==> src/gma_defines.svh <==
// constants for the gauge measurement accumulator
`ifndef GMA_DEFINES_SVH
`define GMA_DEFINES_SVH
`define GMA_MCLK_NS      25
`define GMA_T_SAMP_NS    687000
`define GMA_T_VOLT_NS    3400000
`define GMA_T_TEMP_NS    220000000
`define GMA_T_SLEEP_NS   2100000000
`define GMA_CUR_AVG_SH   7
`define GMA_AVG_AVG_SH   12
`define GMA_BIAS_SH      2
`define GMA_BLANK_LO     18'sh00020
`define GMA_BLANK_HI     18'sh00080
`define GMA_ACR_LSB      67074236
`define GMA_BACKUP_STEP  17'sh00010
`define GMA_CUR_MAX      16'h7FFF
`define GMA_CUR_MIN      16'h8000
`define GMA_VOLT_MAX     11'h3FF
`define GMA_PIO_RST      1'b1
`endif

==> src/gma_pkg.sv <==
// shared types for the gauge measurement accumulator
package gma_pkg;
   typedef logic signed [17:0] gma_samp_t;
   typedef logic [15:0]        gma_word_t;
   typedef logic [7:0]         gma_byte_t;
   typedef logic [10:0]        gma_volt_t;
   typedef logic [11:0]        gma_vadc_t;
   typedef logic [10:0]        gma_temp_t;
endpackage

==> src/gma_pin_if.sv <==
// carrier between the core and its pin conditioner
`timescale 1ns/1ps
interface gma_pin_if;
   logic raw;
   logic level;
   modport core (output raw, input level);
   modport cond (input raw, output level);
endinterface

==> src/gma_core.sv <==
// measurement posting, charge accumulation and programmable pin
`timescale 1ns/1ps
`include "gma_defines.svh"
module gma_core #(
   parameter int SAMP_CYC  = `GMA_T_SAMP_NS / `GMA_MCLK_NS,
   parameter int VOLT_CYC  = `GMA_T_VOLT_NS / `GMA_MCLK_NS,
   parameter int TEMP_CYC  = `GMA_T_TEMP_NS / `GMA_MCLK_NS,
   parameter int SLEEP_CYC = (`GMA_T_SLEEP_NS + `GMA_MCLK_NS - 1)
                             / `GMA_MCLK_NS,
   parameter int ACR_LSB   = `GMA_ACR_LSB
) (
   input  wire logic              mclk,        // 40 MHz clock
   input  wire logic              rst,         // sync reset, high
   input  wire gma_pkg::gma_samp_t cur_adc,    // sense pos minus neg
   input  wire gma_pkg::gma_vadc_t volt_adc,   // unsigned voltage code
   input  wire gma_pkg::gma_temp_t temp_adc,   // temperature code
   input  wire logic              snapshot_hold_bit_trig,   // snapshot trigger pulse
   input  wire logic              snapshot_hold_bit_clr,    // host clears hold bit
   input  wire logic              offset_blank_enable, // blanking on
   input  wire logic              sleep_mode,  // device asleep
   input  wire gma_pkg::gma_byte_t host_wdata, // host write byte
   input  wire logic              acr_msb_we,  // accumulator high byte
   input  wire logic              acr_lsb_we,  // accumulator low byte
   input  wire logic              bias_we,     // bias write
   input  wire logic              pio_we,      // pin control write
   input  wire logic              recall_acr,  // recall accumulator
   input  wire gma_pkg::gma_word_t ee_acr,     // stored accumulator
   input  wire gma_pkg::gma_byte_t ee_bias,    // stored bias
   output logic                   ee_acr_wr,   // backup pulse
   output gma_pkg::gma_word_t     ee_acr_data, // backup value
   input  wire logic              dq_in,       // serial data line
   input  wire logic              pio_in,      // pin level
   output logic                   pio_oe,      // pin driven low
   output logic                   pio_out,     // pin drive value
   output gma_pkg::gma_word_t     current_reg, // current result
   output gma_pkg::gma_word_t     avg_current, // average current
   output gma_pkg::gma_word_t     charge_accumulator, // accumulator
   output gma_pkg::gma_byte_t     bias,        // accumulation bias
   output gma_pkg::gma_volt_t     voltage_reg, // voltage result
   output gma_pkg::gma_temp_t     temp_reg,    // temperature result
   output logic                   snapshot_hold_bit, // hold active
   output logic                   prog_io_pin, // pin control bit
   output logic                   pio_level    // sensed pin level
);
   import gma_pkg::*;

   gma_pin_if dq_p ();
   gma_pin_if pio_p ();
   assign dq_p.raw  = dq_in;
   assign pio_p.raw = pio_in;

   gma_sync #(.RST_LVL(1'b1)) u_dq_sync (
      .mclk (mclk),
      .rst  (rst),
      .pin  (dq_p)
   );
   gma_sync #(.RST_LVL(1'b1)) u_pio_sync (
      .mclk (mclk),
      .rst  (rst),
      .pin  (pio_p)
   );

   function automatic gma_word_t clamp16(input logic signed [17:0] v);
      if (v > 18'sh07FFF)
         clamp16 = `GMA_CUR_MAX;
      else if (v < -18'sh08000)
         clamp16 = `GMA_CUR_MIN;
      else
         clamp16 = v[15:0];
   endfunction

   // timebase
   logic [31:0] samp_cnt, next_samp_cnt;
   logic [31:0] volt_cnt, next_volt_cnt;
   logic [31:0] temp_cnt, next_temp_cnt;
   logic [31:0] low_cnt,  next_low_cnt;
   logic        samp_tick, volt_tick, temp_tick, dq_long_low;

   always_comb begin
      samp_tick     = (samp_cnt == 32'(SAMP_CYC - 1));
      next_samp_cnt = samp_tick ? 32'h0 : samp_cnt + 32'h1;
      volt_tick     = (volt_cnt == 32'(VOLT_CYC - 1));
      next_volt_cnt = volt_tick ? 32'h0 : volt_cnt + 32'h1;
      temp_tick     = (temp_cnt == 32'(TEMP_CYC - 1));
      next_temp_cnt = temp_tick ? 32'h0 : temp_cnt + 32'h1;
      dq_long_low   = (low_cnt >= 32'(SLEEP_CYC));
      if (dq_p.level)
         next_low_cnt = 32'h0;
      else if (dq_long_low)
         next_low_cnt = low_cnt;
      else
         next_low_cnt = low_cnt + 32'h1;
   end

   always_ff @(posedge mclk) begin
      if (rst) begin
         samp_cnt <= 32'h0;
         volt_cnt <= 32'h0;
         temp_cnt <= 32'h0;
         low_cnt  <= 32'h0;
      end else begin
         samp_cnt <= next_samp_cnt;
         volt_cnt <= next_volt_cnt;
         temp_cnt <= next_temp_cnt;
         low_cnt  <= next_low_cnt;
      end
   end

   // current averaging and snapshot
   logic signed [24:0] cur_sum, next_cur_sum, cur_tot;
   logic signed [29:0] avg_sum, next_avg_sum, avg_tot;
   logic [6:0]         cur_n, next_cur_n;
   logic [11:0]        avg_n, next_avg_n;
   gma_word_t          next_current_reg, next_avg_current;
   logic               snapshot_hold_bit_wcur, next_snapshot_hold_bit_wcur;
   logic               snapshot_hold_bit_wvolt, next_snapshot_hold_bit_wvolt;
   logic               next_snapshot_hold_bit;
   gma_volt_t          next_voltage_reg;
   gma_temp_t          next_temp_reg;

   always_comb begin
      next_cur_sum     = cur_sum;
      next_avg_sum     = avg_sum;
      next_cur_n       = cur_n;
      next_avg_n       = avg_n;
      next_current_reg = current_reg;
      next_avg_current = avg_current;
      next_snapshot_hold_bit_wcur   = snapshot_hold_bit_wcur | snapshot_hold_bit_trig;
      next_snapshot_hold_bit_wvolt  = snapshot_hold_bit_wvolt | snapshot_hold_bit_trig;
      next_voltage_reg = voltage_reg;
      next_temp_reg    = temp_reg;
      // hold bit: a trigger in the clear cycle still wins
      next_snapshot_hold_bit = snapshot_hold_bit_trig | (snapshot_hold_bit & ~snapshot_hold_bit_clr);
      cur_tot = cur_sum + 25'(cur_adc);
      avg_tot = avg_sum + 30'(cur_adc);
      if (samp_tick) begin
         next_cur_n   = cur_n + 7'h1;
         next_cur_sum = (cur_n == 7'h7F) ? 25'sh0 : cur_tot;
         if (cur_n == 7'h7F && !snapshot_hold_bit)
            next_current_reg = clamp16(18'(cur_tot >>> `GMA_CUR_AVG_SH));
         if (snapshot_hold_bit_wcur) begin
            next_current_reg = clamp16(cur_adc);
            next_snapshot_hold_bit_wcur   = snapshot_hold_bit_trig;
         end
         next_avg_n   = avg_n + 12'h1;
         next_avg_sum = (avg_n == 12'hFFF) ? 30'sh0 : avg_tot;
         if (avg_n == 12'hFFF)
            next_avg_current = clamp16(18'(avg_tot >>> `GMA_AVG_AVG_SH));
      end
      if (volt_tick) begin
         if (!snapshot_hold_bit || snapshot_hold_bit_wvolt)
            next_voltage_reg = (volt_adc > 12'(`GMA_VOLT_MAX)) ?
                               `GMA_VOLT_MAX : volt_adc[10:0];
         if (snapshot_hold_bit_wvolt)
            next_snapshot_hold_bit_wvolt = snapshot_hold_bit_trig;
      end
      if (temp_tick)
         next_temp_reg = temp_adc;
   end

   always_ff @(posedge mclk) begin
      if (rst) begin
         cur_sum           <= 25'sh0;
         avg_sum           <= 30'sh0;
         cur_n             <= 7'h0;
         avg_n             <= 12'h0;
         current_reg       <= 16'h0;
         avg_current       <= 16'h0;
         snapshot_hold_bit_wcur         <= 1'b0;
         snapshot_hold_bit_wvolt        <= 1'b0;
         snapshot_hold_bit <= 1'b0;
         voltage_reg       <= 11'h0;
         temp_reg          <= 11'h0;
      end else begin
         cur_sum           <= next_cur_sum;
         avg_sum           <= next_avg_sum;
         cur_n             <= next_cur_n;
         avg_n             <= next_avg_n;
         current_reg       <= next_current_reg;
         avg_current       <= next_avg_current;
         snapshot_hold_bit_wcur         <= next_snapshot_hold_bit_wcur;
         snapshot_hold_bit_wvolt        <= next_snapshot_hold_bit_wvolt;
         snapshot_hold_bit <= next_snapshot_hold_bit;
         voltage_reg       <= next_voltage_reg;
         temp_reg          <= next_temp_reg;
      end
   end

   // charge accumulation
   logic signed [31:0] frac, next_frac, frac_sum;
   logic signed [18:0] biased;
   logic signed [16:0] moved;
   gma_word_t          next_acr, last_bk, next_last_bk, next_ee_data;
   gma_byte_t          acr_hi, next_acr_hi, next_bias;
   logic               init, sleep_d, next_ee_wr, blank;

   always_comb begin
      next_frac    = frac;
      next_acr     = charge_accumulator;
      next_last_bk = last_bk;
      next_acr_hi  = acr_hi;
      next_bias    = bias;
      next_ee_wr   = 1'b0;
      next_ee_data = ee_acr_data;
      biased = 19'(cur_adc) +
               (19'(signed'(bias)) <<< `GMA_BIAS_SH);
      blank = offset_blank_enable &&
              biased >= 19'(`GMA_BLANK_LO) &&
              biased <= 19'(`GMA_BLANK_HI);
      frac_sum = frac + 32'(biased);
      moved = 17'(signed'(charge_accumulator)) - 17'(signed'(last_bk));
      if (samp_tick && !blank) begin
         next_frac = frac_sum;
         // carry into the visible count, saturating
         if (frac_sum >= ACR_LSB) begin
            next_frac = frac_sum - ACR_LSB;
            if (charge_accumulator != `GMA_CUR_MAX)
               next_acr = charge_accumulator + 16'h1;
         end else if (frac_sum <= -ACR_LSB) begin
            next_frac = frac_sum + ACR_LSB;
            if (charge_accumulator != `GMA_CUR_MIN)
               next_acr = charge_accumulator - 16'h1;
         end
      end
      // backup after 100 uVh of movement
      if (moved >= `GMA_BACKUP_STEP || moved <= -`GMA_BACKUP_STEP) begin
         next_ee_wr   = 1'b1;
         next_ee_data = charge_accumulator;
         next_last_bk = charge_accumulator;
      end
      // high byte is staged until the low byte arrives
      if (acr_msb_we)
         next_acr_hi = host_wdata;
      if (acr_lsb_we) begin
         next_acr     = {acr_hi, host_wdata};
         next_frac    = 32'sh0;
         next_ee_wr   = 1'b1;
         next_ee_data = {acr_hi, host_wdata};
         next_last_bk = {acr_hi, host_wdata};
      end
      if (init || recall_acr) begin
         next_acr     = ee_acr;
         next_last_bk = ee_acr;
         next_frac    = 32'sh0;
         next_ee_wr   = 1'b0;
      end
      if (bias_we)
         next_bias = host_wdata;
      // reload bias at power-up and sleep exit
      if (init || (sleep_d && !sleep_mode))
         next_bias = ee_bias;
   end

   always_ff @(posedge mclk) begin
      if (rst) begin
         frac               <= 32'sh0;
         charge_accumulator <= 16'h0;
         last_bk            <= 16'h0;
         acr_hi             <= 8'h0;
         bias               <= 8'h0;
         ee_acr_wr          <= 1'b0;
         ee_acr_data        <= 16'h0;
         init               <= 1'b1;
         sleep_d            <= 1'b0;
      end else begin
         frac               <= next_frac;
         charge_accumulator <= next_acr;
         last_bk            <= next_last_bk;
         acr_hi             <= next_acr_hi;
         bias               <= next_bias;
         ee_acr_wr          <= next_ee_wr;
         ee_acr_data        <= next_ee_data;
         init               <= 1'b0;
         sleep_d            <= sleep_mode;
      end
   end

   // programmable pin
   logic next_pio;

   always_comb begin
      next_pio = pio_we ? host_wdata[6] : prog_io_pin;
      if (sleep_mode || dq_long_low)
         next_pio = 1'b1;
   end

   always_ff @(posedge mclk) begin
      if (rst)
         prog_io_pin <= `GMA_PIO_RST;
      else
         prog_io_pin <= next_pio;
   end

   // open-drain drive low when control is 0
   assign pio_oe  = ~prog_io_pin;
   assign pio_out = 1'b0;
   // sensed level for the feature register
   assign pio_level = pio_p.level;
endmodule

==> src/gma_sync.sv <==
// three-stage pin conditioner, level changes once stages two and three agree
`timescale 1ns/1ps
module gma_sync #(
   parameter logic RST_LVL = 1'b1
) (
   input  wire logic mclk,     // system clock
   input  wire logic rst,      // synchronous reset
   gma_pin_if.cond   pin       // raw in, clean level out
);
   logic s1;
   logic s2;
   logic s3;
   logic level;
   logic next_level;

   always_comb begin
      next_level = (s2 == s3) ? s3 : level;
   end

   always_ff @(posedge mclk) begin
      if (rst) begin
         s1    <= RST_LVL;
         s2    <= RST_LVL;
         s3    <= RST_LVL;
         level <= RST_LVL;
      end else begin
         s1    <= pin.raw;
         s2    <= s1;
         s3    <= s2;
         level <= next_level;
      end
   end

   assign pin.level = level;
endmodule

==> config.mk <==
export PLATFORM = sky130hd
export DESIGN_NAME = gma_core
export DESIGN_NICKNAME = d
export VERILOG_FILES = /design/src/gma_pkg.sv /design/src/gma_pin_if.sv /design/src/gma_core.sv /design/src/gma_sync.sv
export VERILOG_INCLUDE_DIRS = /design/src
export SDC_FILE = /design/constraint.sdc
export NUM_CORES = 1
export LEC_CHECK = 0
export BUFFER_PORTS_ARGS = -buffer_cell sky130_fd_sc_hd__buf_2
export CELL_PAD_IN_SITES_DETAIL_PLACEMENT = 1
export CELL_PAD_IN_SITES_GLOBAL_PLACEMENT = 2
export CORE_MARGIN = 2
export CORE_UTILIZATION = 37
export CTS_CLUSTER_DIAMETER = 150
export CTS_CLUSTER_SIZE = 25
export DETAILED_ROUTE_END_ITERATION = 10
export PLACE_DENSITY = 0.78
export SYNTH_ARGS = -nofsm -noshare
export SYNTH_HDL_FRONTEND = slang
export SYNTH_HIERARCHICAL = 1
export SYNTH_SLANG_ARGS = --single-unit
==> constraint.sdc <==
create_clock -name mclk -period 10.2 [get_ports mclk]
set_input_delay 1.02 -clock mclk [delete_from_list [all_inputs] [get_ports mclk]]
set_output_delay 1.02 -clock mclk [all_outputs]
set_load 0.005 [all_outputs]
---- Yosys cells after proc, flatten, opt, wreduce, memory -nomap -nowiden ----
Cells that the tools add are included.
word-level totals
  input bits .............................. 86
  word-level logic and storage cells ...... 141
  bits in registers ....................... 367
  output and inout bits ................... 100
cells by class
  reductions and logical operators ........ 31
  magnitude comparators ................... 14
  $add $sub $neg .......................... 15
  muxes and demuxes ....................... 32
  bitwise logic cells ..................... 6
  eq/ne operators ......................... 10
operators with widths
  operator                  number
  $mux W16                  18
  $add A32 B1 Y32 const B   4
  $ge A32 B27 Y1 const B    2
  $mux W32                  2
  $gt A18 B16 Y1 const B    3
  $lt A18 B16 Y1 const B    3
  $add A32 B19 Y32          1
  $add A32 B27 Y32 const B  1
  $eq A32 B15 Y1 const B    1
  $eq A32 B18 Y1 const B    1
  $eq A32 B24 Y1 const B    1
  $le A32 B27 Y1 const B    1
  $sub A32 B27 Y32 const B  1
  $add A30 B18 Y30          1
  $mux W30                  1
  $add A25 B18 Y25          1
  $mux W25                  1
  $add A18 B10 Y19          1
  $ge A19 B7 Y1 const B     1
  $le A19 B9 Y1 const B     1
  $ge A17 B6 Y1 const B     1
  $le A17 B5 Y1 const B     1
  $sub A16 B16 Y17          1
  $add A16 B1 Y16 const B   1
  other kinds (26)          58

---- Logic depth before layout (Yosys ltp) ----
Gate-level depths: netlist of run 1.
  depth after elaboration ................. 9
  mapped depth ............................ 36
  gate-level depth less buffers ........... 35

---- Modules after synthesis ----
Netlist of run 1, hierarchy kept.
modules (own cells, without submodules)
  module    area an instance (sq um)  sequential area each (sq um)  times used  cells an instance
  gma_core  22399.0                   7186.9                        1           2737
  gma_sync  115.1                     80.1                          2           10

---- Worst setup path after synthesis of run 1 ----
Ideal clock, no wire load.
  path kind ............................... input to register
  start point ............................. input port cur_adc[2]
  end point ............................... register charge_accumulator[15]
  setup slack ............................. 2.329 ns
  data required time ...................... 10.083 ns
  library setup time ...................... 0.117 ns
  data arrival time ....................... 7.754 ns
  stages on the path ...................... 34
  path buffers ............................ 1
  path through ............................ ha_1 inv_1 fa_1 nor2b_1 o31ai_1 a2111oi_2 o31ai_1 a31o_2 ha_1 nand2_1 nor4_1 o211ai_2 and2_1 nand2_1 xor2_1 nand4_2 or3_1 buf_6 a21oi_1 inv_2 ha_1 a21oi_1 o211ai_1 o41ai_1 o21ai_0 a21oi_1 nor2b_1 o21ai_0 nand2b_1 a21oi_1 xnor2_1 xnor2_1 o21ai_1 a32o_1
between the ends
  longest elaborated chain between the ends .. 8
  elaborated cells between the ends (all ways) .. 19
  classes of those cells .................. 2 x add/sub; 4 x order compare; 1 x eq/ne; 4 x mux; 8 x reduce/logical
ends and longest elaborated chain
  what                                                                      line             RTL
  start: declaration                                                        gma_core.sv:14   input wire gma_pkg::gma_samp_t cur_adc,
  $add A18 B10 Y19 (*)                                                      gma_core.sv:205  biased = 19'(cur_adc) +
  parallel branches: the longest is 7 deep, another holds $add A32 B19 Y32  -
  end signal: assignment                                                    gma_core.sv:267  charge_accumulator <= next_acr;
  end: declaration                                                          gma_core.sv:37   output gma_pkg::gma_word_t charge_accumulator,
Every way passes the cells marked *. The select of a mux whose other input is x is not followed.
A chain may end at the register's enable or synchronous reset.

---- Worst setup path in the final report of run 1 ----
  start point ............................. register bias[7]
  end point ............................... register charge_accumulator[15]
between the ends
  longest elaborated chain between the ends .. 8
  elaborated cells between the ends (all ways) .. 19
  classes of those cells .................. 2 x add/sub; 4 x order compare; 1 x eq/ne; 4 x mux; 8 x reduce/logical
ends and longest elaborated chain
  what                                                                      line             RTL
  start: declaration                                                        gma_core.sv:38   output gma_pkg::gma_byte_t bias,
  start signal: assignment                                                  gma_core.sv:270  bias <= next_bias;
  $add A18 B10 Y19 (*)                                                      gma_core.sv:205
  parallel branches: the longest is 7 deep, another holds $add A32 B19 Y32  -
Marks and branches as above.

==> impl.org, run 1 <==
** Min path
- Startpoint of the lowest-slack hold path :: u_dq_sync/s1$_SDFF_PP1_
- The worst hold path terminates at u_dq_sync/s2$_SDFF_PP1_.
- The tightest min-delay check is of the reg -> reg type.
- Hold path depth :: 1

** Worst setup path
- Counting stages on the worst path, the most repeated cell is a21oi_1.
- Required time of the critical path :: 10.66 ns
- Type of origin of the critical path :: flop
- Signal arrival time at the worst endpoint :: 9.48 ns
- Delay of the slowest cell on the worst path :: 0.83 ns
- Critical Setup Path Class :: reg -> reg
- The slowest stage of the critical path is the dfxtp_1 cell.
- Counting cells, the worst reg-to-reg path comes to 32.
- Crit path max fanout :: 20
- Crit. End Element :: flop
- In this run the critical register-to-register path is launched from bias[7]$_SDFFE_PP0P_.
- Setup slack on the worst flop-to-flop path :: 1.19 ns
- End of the worst register-to-register path :: charge_accumulator[15]$_SDFFE_PP0P_

** Logic synthesis
- Post-synthesis sequential area ratio :: 32.47%
- Syn Area/Cell :: 8.208 µm²
- Most used flip-flop cell after synthesis :: dfxtp_1
- After synthesis the netlist holds a flip-flop and latch count of 367.
- Counting flops with a built-in enable in the synthesized netlist gives 0.
- Count of mapped cells out of synthesis :: 2757
- Number of warnings issued by yosys :: 6
- Share of synthesized registers carrying an async set or reset :: 0%
- Number of nets produced by synthesis :: 2995
- Summing every instance area after synthesis gives 0.02263 mm².
- After synthesis, the netlist uses 102 different library cells.

** Timing
- The routed design could run at a clock period as short as 9.011 ns.
- Max-slew violation count :: 0
- Measured against its own limit, the worst slew margin works out to 10.61%.
- In the finished design, the share of the clock period the worst path needs comes to 88.35%.
- Final worst clock skew :: 0.02370 ns
- Final Hold Violating Endpoints :: 0
- RSZ-0062 raised after global routing :: false
- Setup violations remaining at the end of the flow were counted as 0.
- Least-Margin Pin Slew :: 1.336 ns
- Maximum operating frequency :: 111.0 MHz
- For the final routed database, the setup TNS stands at 0 ns.
- The worst path meets setup with 1.189 ns of slack.

** Global routing
- First-pass GRT wire length :: 113400 µm
- Number of antenna violations at the first check in global routing :: 5
- For this run the aggregate overflow at the end of global routing stands at 0.
- Pin count of the biggest net entering global routing :: 97
- The number of global-route vias before repair is 21030.
- For this run, the total global-route usage over all layers was measured as 21.81%.

** Power and ir drop
- Net switching component of the power :: 0.001057 W
- In this run the static leakage power is 10.26 nW.
- The internal power of the cells totals 0.002089 W.
- Peak supply drop :: 0.09586 mV
- In this run the power density over the cells is 127.0 mW/mm².
- Portion of total power attributed to combinational logic :: 26.3%
- Clk network pwr share :: 26.2%
- Switching power as a share of total power :: 33.61%
- Per report_power, the sequential group accounts for 47.5% of the total.
- Overall power consumption after layout is estimated at 0.003146 W.

** Place
- Number of buffers added on ports :: 184
- Post-DP HPWL :: 54060 µm
- Before CTS, the worst setup slack after placement is 0.7068 ns.
- Placer Congestion :: 0.8828

** Die
- For this configuration, the core starts out at a cell density of 37.49%.
- Die Y-Extent :: 251.3 µm
- Ports :: 186
- The floorplan step defined a die boundary enclosing 0.06315 mm².
- Core box area :: 0.06036 mm²
- The die is 251.3 µm wide.
- Count of standard-cell rows :: 90

** Drt
- For this block, the routed nets add up to 70500 µm of wire.
- Average detailed-routed wire length per instance :: 19.25 µm
- The detailed router placed 20460 vias in this run.
- The first TritonRoute pass finished after 7 iterations.
- The detail route stage leaves a number of antenna-violating nets equal to 0.
- The detailed router finished its first iteration with 903 violations.
- After detailed routing, the number of remaining DRC violations is 0.
- Dividing the detail-routed via count by the number of cells gives 5.586.

** Cells and area
- The area growth from synthesis to layout is 9.488%.
- The final layout contains 3117 nets.
- The post-route netlist has 10.56% of its cells at a drive strength greater than 1.
- Fill cells :: 7254

** Clock network
- Buffers added to address setup during post-CTS repair amount to 0.
- Cell at the root of the clock tree :: clkbuf_16
- In this run the number of H-tree levels came out at 1.
- At the later pin of the worst-skew pair, clock insertion delay measures 0.56 ns.
- The number of gates resized after CTS was 0.
- TritonCTS created 18 clock buffers.
- Quantity of hold-fixing buffers added after cts :: 0
- Max Root-Sink Buffers :: 3
- CTS saw 367 sinks.
- After clock tree synthesis, the clock-pin slew on the worst setup and hold paths is 0.11 ns.
- TritonCTS built the clock tree.

** Run
- Number of max-cap violations :: 0

** Outcome
- Outcome :: finished clean
-- metal layers --
| metal | vias up | track usage [%] | wire [µm] |
|---|---|---|---|
| li1 | 10080 | - | - |
| met1 | 9979 | 29.61 | 33750 |
| met2 | 309 | 36.85 | 32480 |
| met3 | 86 | 2.288 | 2359 |
| met4 | 4 | 5.680 | 1870 |
| met5 | - | 0 | 30 |
-- critical path, delay by kind of cell (launching register included) --
family	cells	cell delay [ns]
XOR/XNOR	3	0.66
adder cells (fa/ha/maj)	3	1.08
buffers and inverters	2	0.35
AND/OR/NAND/NOR	5	0.96
flip-flops	1	0.83
AO/OA/AOI/OAI	19	4.99
-- worst max path at each step --
stage | from | endpoint | slack, ns | cells past startpoint
floorplan | cur_adc[2] | charge_accumulator[15]$_SDFFE_PP0P_ | 2.33 | 34
global placement | cur_adc[2] | charge_accumulator[15]$_SDFFE_PP0P_ | 1.14 | 35
detailed placement | cur_adc[2] | charge_accumulator[15]$_SDFFE_PP0P_ | 0.71 | 35
CTS | bias[0]$_SDFFE_PP0P_ | charge_accumulator[15]$_SDFFE_PP0P_ | 1.25 | 34
global route | cur_adc[2] | charge_accumulator[15]$_SDFFE_PP0P_ | 0.42 | 35
finish | bias[7]$_SDFFE_PP0P_ | charge_accumulator[15]$_SDFFE_PP0P_ | 1.19 | 32
-- cell usage in the layout, fill, tap and decap left out, types with 42 or more instances in the layout --
master | Yosys | routed
a21o_1 | 64 | 64
a21oi_1 | 173 | 173
buf_2 | 10 | 183
dfxtp_1 | 367 | 367
ha_1 | 146 | 146
inv_1 | 87 | 87
mux2i_1 | 72 | 72
nand2_1 | 229 | 229
nand3_1 | 82 | 82
nand4_1 | 50 | 50
nor2_1 | 368 | 367
nor3_1 | 45 | 42
o21ai_0 | 137 | 137
xnor2_1 | 112 | 112
xor2_1 | 132 | 132
-- power by group through the flow --
stage                     logic, W  clock network (W)  registers [W]
final                     0.000829           0.000824        0.00149
after global routing      0.000918           0.000903        0.00150
after CTS                 0.000827           0.000861        0.00149
after detailed placement  0.000822                  0        0.00153
after global placement    0.000801                  0        0.00153
after floorplan           0.000594                  0        0.00151
-- synth_stat cells, drive strengths merged (28+ instances only) --
library cell  instances  area share, %
nand4                51            1.4
o21ai               159            3.5
a22o                 41            1.6
a211oi               46            1.6
a31oi                33           0.91
nand2               229            3.8
and3                 39            1.1
mux2i                72            3.2
ha                  146            8.1
nor3                 47            1.1
inv                  88            1.5
nand3                82            1.8
xnor2               114            4.5
dfxtp               367             32
nor2                370            6.2
nor4                 33           0.91
a21oi               176            3.9
a21o                 64            2.1
o21bai               28           0.93
or3                  31           0.86
clkbuf               77            1.3
xor2                133            5.2
-- metrics by stage --
step	cell area, µm²	hold WS (ns)	cells	utilization (%)
4_1_cts	24770	0.4238	3662	41.04
6_report	24780	0.4183	3663	41.05
5_1_grt	24770	0.4454	3662	41.04
2_1_floorplan	22630	0.3854	2757	-
3_3_place_gp	24290	0.3957	3641	40.25
3_5_place_dp	24290	0.3990	3641	40.25
-- logic make-up (layout without fill, tap and decap cells) --
kind of cell / after synthesis / in the layout / synth area share (%)
adder cells (fa/ha/maj): 152 / 152 / 8.603
XOR/XNOR: 247 / 247 / 9.659
buffers and inverters: 190 / 313 / 3.494
multiplexers: 85 / 85 / 3.848
AND/OR/NAND/NOR: 1018 / 1018 / 21.34
other: 1 / 2 / 0.01657
AO/OA/AOI/OAI: 697 / 697 / 20.57
flip-flops: 367 / 367 / 32.47
-- final cells by class --
| class | count | area [µm²] | share of cell area (%) |
|---|---|---|---|
| flip-flops and latches | 367 | 7347 | 29.65 |
| diodes | 1 | 2.502 | 0.01010 |
| clock buffers | 18 | 450.4 | 1.818 |
| repair buffers | 204 | 1077 | 4.348 |
| clock inverters | 3 | 28.78 | 0.1161 |
| well taps | 782 | 978.4 | 3.949 |
| multi-input cells | 2200 | 14560 | 58.77 |
| inverters | 88 | 330.3 | 1.333 |
Note: power is estimated with default switching activity, not from simulation.
==> run 2: changes to the inputs <==
--- a/config.mk
+++ b/config.mk
@@ -17,5 +17,4 @@
 export PLACE_DENSITY = 0.78
 export SYNTH_ARGS = -nofsm -noshare
 export SYNTH_HDL_FRONTEND = slang
-export SYNTH_HIERARCHICAL = 1
 export SYNTH_SLANG_ARGS = --single-unit
==> impl.org, run 2 <==
** Timing
- Least-Margin Pin Slew :: 1.297 ns (-0.03928 ns)
- The setup TNS is 0 ns (unchanged).
- The share of the clock period used by the worst path came to 88.41% (about the same).
- The hold slack is 0.4209 ns (+0.002596 ns).
- The fmax is 110.9 MHz (about the same).
- Slew Limit Headroom :: 13.56% (+2.9 points)
- The final count of pins violating max slew is 0 (unchanged).
- The post-layout minimum cycle time was 9.017 ns (+0.006120 ns).
- The number of hold violations in the final report came to 0 (unchanged).
- Setup repair after global routing left no endpoint under its margin.
- The worst-case clock skew was 0.02967 ns (+0.005965 ns).
- Finish-stage setup viols :: 0 (unchanged)

** Worst setup path
- Crit path max fanout :: 23 (+15%)
- The critical path starts at cur_adc[3].
- Most numerous cell on the critical path :: a21oi_1
- R2R Path Start :: bias[1]$_SDFFE_PP0P_
- Crit. End Element :: flop
- The worst reg-to-reg setup slack was 1.22 ns (+0.03 ns).
- End of the worst register-to-register path :: charge_accumulator[15]$_SDFFE_PP0P_
- Critical Setup Path Class :: in -> reg
- Delay of the slowest cell on the worst path :: 0.43 ns (-0.40 ns)
- The path depth of the worst reg2reg path is 35 (+9.4%).
- The arrival time of data at the critical path endpoint came to 9.51 ns (+0.03 ns).
- Critical Path Slowest Stage Cell :: inv_2
- The worst path required time came to 10.69 ns (+0.03 ns).
- Type of origin of the critical path :: primary input
- Worst setup path end :: charge_accumulator[15]$_SDFFE_PP0P_

** Outcome
- The flow ran to the end, and the final reports show no timing, DRC or antenna violations.

** Logic synthesis
- Count of state elements after synthesis :: 367 (unchanged)
- The synthesized netlist net count is 3060 (+2.2%).
- Count of mapped cells out of synthesis :: 2822 (+2.4%)
- The share of flip-flops with an asynchronous set or reset after synthesis came to 0% (unchanged).
- The synthesized design spends more area on one cell type than any other, namely dfxtp_1.
- The share of the synthesized area in the top cell type was 32.20% (-0.27 points).
- The number of synthesized flops with an enable pin came to 0 (unchanged).
- Most used flip-flop cell after synthesis :: dfxtp_1
- The mean cell area of the mapped netlist is 8.086 µm² (-1.5%).
- Cell types occupying the most area after synthesis :: dfxtp_1, ha_1, nor2_1
- The count of warnings emitted by yosys came to 0 (-6).
- The combined area of all synthesized cells came to 0.02282 mm² (+0.84%).
- The sequential area share after synthesis is 32.20% (-0.27 points).
- In the post-synthesis netlist, the cell with the most instances is nor2_1.
- Ranked by instance count, the synthesized netlist is headed by nor2_1, dfxtp_1, nand2_1.
- The distinct cell type count after synthesis came to 100 (-2.0%).

** Clock network
- Clock tree from TritonCTS :: yes
- The number of buffers inserted during clock tree synthesis came to 18 (unchanged).
- The level count of the clock H-tree came to 1 (unchanged).
- The number of buffers inserted by post-CTS setup repair was 0 (unchanged).
- Clock Latency Late Sink :: 0.58 ns (+0.02 ns)
- Max Root-Sink Buffers :: 3 (unchanged)
- The post-cts resize count was 0 (unchanged).
- The clock transition at the registers of the reported paths was 0.11 ns (about the same).
- Sinks on the clock net :: 367 (unchanged)
- Quantity of hold-fixing buffers added after cts :: 0 (unchanged)
- In this run the clock root is driven by a clkbuf_16.

** Global routing
- Number of antenna violations at the first check in global routing :: 4 (-1)
- Vias in the first global route :: 21420 (+1.8%)
- The total routing usage reported by global routing was 22.13% (+0.32 points).
- The maximum number of pins on one net before global-route repair was 78 (-20%).
- The overflow left after global routing was 0 (unchanged).
- The first-pass GRT wire length is 115500 µm (+1.8%).

** Die
- Area of the die :: 0.06368 mm² (+0.83%)
- The core area was 0.06137 mm² (+1.7%).
- Ports :: 186 (unchanged)
- The horizontal extent of the die is 252.3 µm (+0.41%).
- The die height came to 252.3 µm (+0.41%).
- The row count was 91 (+1.1%).
- Effective utilization at floorplan :: 37.18% (-0.31 points)

** Drt
- Post-detailed-route DRC marker count :: 0 (unchanged)
- The number of design-rule violations left by the first detailed-router iteration is 910 (+0.78%).
- The count of nets left with antenna violations after detail routing is 0 (unchanged).
- First drt pass iteration count :: 6 (-1)
- The detail-routed net length per standard cell is 19.31 µm (+0.35%).
- Wire length after detailed routing :: 71940 µm (+2.0%)
- Total via count after detailed routing :: 20830 (+1.8%)
- Via-per-instance ratio :: 5.592 (+0.10%)

** Power and ir drop
- The standby leakage power came to 10.10 nW (-1.6%).
- Power per cell area :: 128.8 mW/mm² (+1.5%)
- The maximum vdd drop is 0.08324 mV (-13%).

** Place
- Post-DP HPWL :: 54740 µm (+1.3%)
- Cell count after placement :: 3705 (+1.8%)
- Number of buffers added on ports :: 184 (unchanged)
- Placer Congestion :: 0.8557 (-3.1%)

** Cells and area
- The diode insertion count for antenna repair is 0 (-1).
- The share of cells above drive strength 1 is 9.949% (-0.61 points).
- Fin util :: 40.65% (-0.40 points)
- The net total in the final layout was 3173 (+1.8%).
- From synthesis to final layout, the design area changed by 9.316%.
- Leading cell type in the layout, fill and taps excluded :: nor2_1
- Highest-count cells in the layout ignoring fill and taps :: nor2_1, dfxtp_1, nand2_1, buf_2, a21oi_1
- The number of non-filler instances in the completed layout came to 3725 (+1.7%).

** Run
- Number of max-cap violations :: 0 (unchanged)

** Min path
- Worst Hold Class :: reg -> reg
## run 2: area by class of cell
cell class                      instances  area, µm²
Sequential cell                       367       7347
Multi-Input combinational cell       2252      14700
Fill cell                            7378      36420
Clock buffer                           18      450.4
Inverter                               93      349.1
Tap cell                              790      988.4
Timing Repair Buffer                  203       1070
Clock inverter                          2      38.79
## run 2: cell families (layout without fill, tap and decap cells)
kind of cell / Yosys count / after routing / synth area share (%)
and+or+nand+nor: 1117 / 1117 / 23.72
AOI/OAI and AO/OA: 680 / 680 / 20.04
DFF: 367 / 367 / 32.20
xor gates and xnor gates: 243 / 243 / 9.360
buffers and inverters: 203 / 316 / 3.520
adders and majority gates: 152 / 152 / 8.532
muxes: 59 / 59 / 2.621
other: 1 / 1 / 0.01643
## run 2: metrics by stage
| stage | instance area, µm² | power [W] | setup slack (ns) |
|---|---|---|---|
| after detailed placement | 24460 | 0.002398 | 0.7174 |
| after floorplan | 22820 | 0.002144 | 2.234 |
| after global placement | 24460 | 0.002380 | 0.9952 |
| after CTS | 24950 | 0.003259 | 1.256 |
| final | 24950 | 0.003214 | 1.183 |
| after global routing | 24950 | 0.003389 | 0.4723 |
## run 2: worst min path at each step
stage	startpoint	end	slack (ns)	depth (start not counted)
2_1_floorplan	u_dq_sync.s1$_SDFF_PP1_	u_dq_sync.s2$_SDFF_PP1_	0.39	1
5_1_grt	u_pio_sync.s1$_SDFF_PP1_	u_pio_sync.s2$_SDFF_PP1_	0.45	1
3_5_place_dp	u_pio_sync.s1$_SDFF_PP1_	u_pio_sync.s2$_SDFF_PP1_	0.40	1
6_report	u_pio_sync.s1$_SDFF_PP1_	u_pio_sync.s2$_SDFF_PP1_	0.42	1
4_1_cts	u_pio_sync.s1$_SDFF_PP1_	u_pio_sync.s2$_SDFF_PP1_	0.42	1
3_3_place_gp	u_pio_sync.s1$_SDFF_PP1_	u_pio_sync.s2$_SDFF_PP1_	0.40	1
## run 2: power breakdown
group	total, W	internal, W	leakage (nW)	switching, W
combinational	0.000880	0.000325	6.89	0.000555
sequential	0.00149	0.00146	2.97	0.0000366
clock	0.000841	0.000327	0.238	0.000514
total	0.00321	0.00211	10.1	0.00111
## run 2: metal layers
metal / share of wire [%] / track usage (%) / up-vias
met5: 0.065 / 0 / -
met4: 2.7 / 5.833 / 8
met3: 3.6 / 3.069 / 99
met2: 45 / 36.69 / 287
met1: 48 / 30.12 / 10180
li1: - / - / 10260
## run 2: worst max-delay path, delay by kind of cell
| family | cells | cell delay [ns] |
|---|---|---|
| compound gates | 24 | 5.25 |
| xor+xnor | 3 | 0.78 |
| fa+ha+maj | 3 | 1.09 |
| buf+inv | 2 | 0.58 |
| simple gates | 4 | 0.79 |
==> run 3: changes to the inputs <==
--- a/config.mk
+++ b/config.mk
@@ -9,7 +9,7 @@
 export BUFFER_PORTS_ARGS = -buffer_cell sky130_fd_sc_hd__buf_2
 export CELL_PAD_IN_SITES_DETAIL_PLACEMENT = 1
 export CELL_PAD_IN_SITES_GLOBAL_PLACEMENT = 2
-export CORE_MARGIN = 2
+export CORE_MARGIN = 3
 export CORE_UTILIZATION = 37
 export CTS_CLUSTER_DIAMETER = 150
 export CTS_CLUSTER_SIZE = 25
==> impl.org, run 3 (synthesized netlist as in run 2, its figures left out) <==
** Outcome
- The flow ran to the end, and the final reports show no timing, DRC or antenna violations.

** Run
- Number of max-cap violations :: 0 (unchanged)

** Global routing
- The number of antenna violations at the first check in global routing was 3 (-1).
- Vias in the first global route :: 21310 (-0.48%)
- The first-pass GRT wire length is 115100 µm (-0.36%).
- Pin count of the biggest net entering global routing :: 67 (-14%)
- The total routing usage reported by global routing is 21.70% (-0.43 points).
- The overflow left after global routing is 0 (unchanged).

** Worst setup path
- The most critical setup path has its startpoint at cur_adc[3].
- By startpoint and endpoint, the worst setup path is classified as in -> reg.
- Type of origin of the critical path :: primary input
- The worst register-to-register path begins at bias[1]$_SDFFE_PP0P_.
- Critical Path Slowest Stage Cell :: ha_1
- Crit path max fanout :: 23 (unchanged)
- The worst path required time is 10.69 ns (about the same).
- Crit. End Element :: flop
- The maximum cell stage delay along the critical path is 0.42 ns (about the same).
- Counting stages on the worst path, the most repeated cell is a21oi_1.
- The worst reg-to-reg setup slack came to 1.36 ns (+0.14 ns).
- Signal arrival time at the worst endpoint :: 9.45 ns (-0.06 ns)

** Timing
- The tightest slew margin relative to the limit came to 11.12% (-2.4 points).
- Final worst clock skew :: 0.03624 ns (+0.006578 ns)
- Setup Total Neg Slack :: 0 ns (unchanged)
- Setup repair after global routing left no endpoint under its margin.
- Final Hold Violating Endpoints :: 0 (unchanged)
- The total of endpoints with negative setup slack in the final report was 0 (unchanged).
- The hold slack was 0.4189 ns (-0.002022 ns).
- The final count of pins violating max slew is 0 (unchanged).
- The least setup slack across all paths after layout was 1.246 ns (+0.06292 ns).
- The pin slew with the least headroom to its limit is 1.328 ns (+0.03156 ns).
- Share of the clock period used by the worst path after layout :: 87.79% (-0.62 points)
- Clock period minus final worst setup slack :: 8.954 ns (-0.06292 ns)
- Maximum operating frequency :: 111.7 MHz (+0.70%)

** Place
- The pre-CTS setup slack is 0.7396 ns (+0.02227 ns).
- Post-DP HPWL :: 55230 µm (+0.89%)
- The routability-driven placement congestion ratio is 0.8427 (-1.5%).
- The port buffer count is 184 (unchanged).

** Drt
- The count of nets left with antenna violations after detail routing is 0 (unchanged).
- Average detailed-routed wire length per instance :: 19.58 µm (+1.4%)
- Initial DRC count :: 993 (+9.1%)
- The post-route DRC violation count was 0 (unchanged).
- First drt pass iteration count :: 5 (-1)
- The routed via count is 20920 (+0.43%).
- The via-per-instance ratio came to 5.634 (+0.76%).
- The overall routed net length came to 72690 µm (+1.0%).

** Power and ir drop
- The total power density per cell area came to 128.4 mW/mm² (-0.34%).
- The maximum vdd drop was 0.09186 mV (+10%).
- The standby leakage power came to 10.08 nW (-0.24%).

** Cells and area
- Nets :: 3169 (-0.13%)
- Synth-to-layout area growth :: 9.080%
- Sequential standard cell area :: 0.007347 mm² (unchanged)
- Share of cells above drive strength 1 :: 9.826% (-0.12 points)
- The diode insertion count for antenna repair came to 0 (unchanged).
- The area used by multi-input combinational logic is 0.01470 mm² (unchanged).
- The library cells used most frequently in the layout, excluding fill and tap cells, are nor2_1, dfxtp_1, nand2_1, buf_2, a21oi_1.
- The library cell used most frequently in the layout, excluding fill and tap cells, is nor2_1.
- Fill cells :: 7387 (+0.12%)

** Clock network
- Cell at the root of the clock tree :: clkbuf_16
- H-tree depth :: 1 (unchanged)
- Quantity of hold-fixing buffers added after cts :: 0 (unchanged)
- Max Root-Sink Buffers :: 3 (unchanged)
- Clk pin slew, worst setup/hold paths :: 0.11 ns (about the same)
- The post-cts resize count came to 0 (unchanged).
- The number of clock sinks seen by CTS is 367 (unchanged).
- Total clock buffers created by CTS :: 18 (unchanged)
- TritonCTS built the clock tree.
- Buffers inserted by post-CTS timing repair :: 0 (unchanged)
- The clock network latency to the later pin of the worst-skew pair came to 0.58 ns (about the same).

** Die
- Core box area :: 0.06070 mm² (-1.1%)
- The row count came to 90 (-1.1%).
- Effective utilization at floorplan :: 37.60% (+0.41 points)
- The horizontal extent of the die is 254.3 µm (+0.79%).
- Area of the die :: 0.06469 mm² (+1.6%)
- Ports :: 186 (unchanged)
- The die height was 254.3 µm (+0.79%).

** Min path
- In this run the most critical hold path is launched from u_pio_sync.s1$_SDFF_PP1_.
- Worst Hold Class :: reg -> reg
==> run 3: final timing paths <==
path,end,cells past startpoint
max,charge_accumulator[15]$_SDFFE_PP0P_,36
min,u_pio_sync.s2$_SDFF_PP1_,1
max reg2reg,charge_accumulator[15]$_SDFFE_PP0P_,35
min reg2reg,u_pio_sync.s2$_SDFF_PP1_,1
==> run 3: worst max-delay path, delay by kind of cell <==
kind,cells,cell delay [ns]
AOI/OAI and AO/OA,24,5.20
adders and majority gates,3,1.08
and+or+nand+nor,4,0.78
xor gates and xnor gates,3,0.77
buffers and inverters,2,0.57
==> run 3: final cells by class <==
type,instances,area share [%]
multi-input combinational,2252,59.06
sequential,367,29.52
tap,782,3.931
timing repair buffer,199,4.177
clock inverter,2,0.1005
inverter,93,1.402
clock buffer,18,1.810
==> run 3: routing by layer <==
layer | track usage, % | wire length, µm | part of all wire [%] | vias up
met1 | 29.73 | 35060 | 48 | 10230
li1 | - | - | - | 10280
met4 | 4.702 | 1565 | 2.2 | 4
met5 | 0 | 29 | 0.040 | -
met3 | 3.161 | 2769 | 3.8 | 90
met2 | 36.27 | 33260 | 46 | 315
==> run 3: metrics by stage <==
stage	util [%]	area, µm²	cells	power (W)
5_1_grt	41.01	24890	3713	0.003372
2_1_floorplan	-	22820	2822	0.002144
3_5_place_dp	40.23	24420	3693	0.002397
3_3_place_gp	40.23	24420	3693	0.002378
4_1_cts	41.01	24890	3713	0.003236
6_report	41.01	24890	3713	0.003196
==> run 3: power breakdown <==
part           total (W)  internal [W]  leakage [nW]  switching [W]
sequential       0.00149       0.00146          2.97      0.0000380
clock           0.000823      0.000324         0.233       0.000498
combinational   0.000879      0.000324          6.87       0.000555
total            0.00320       0.00210          10.1        0.00109
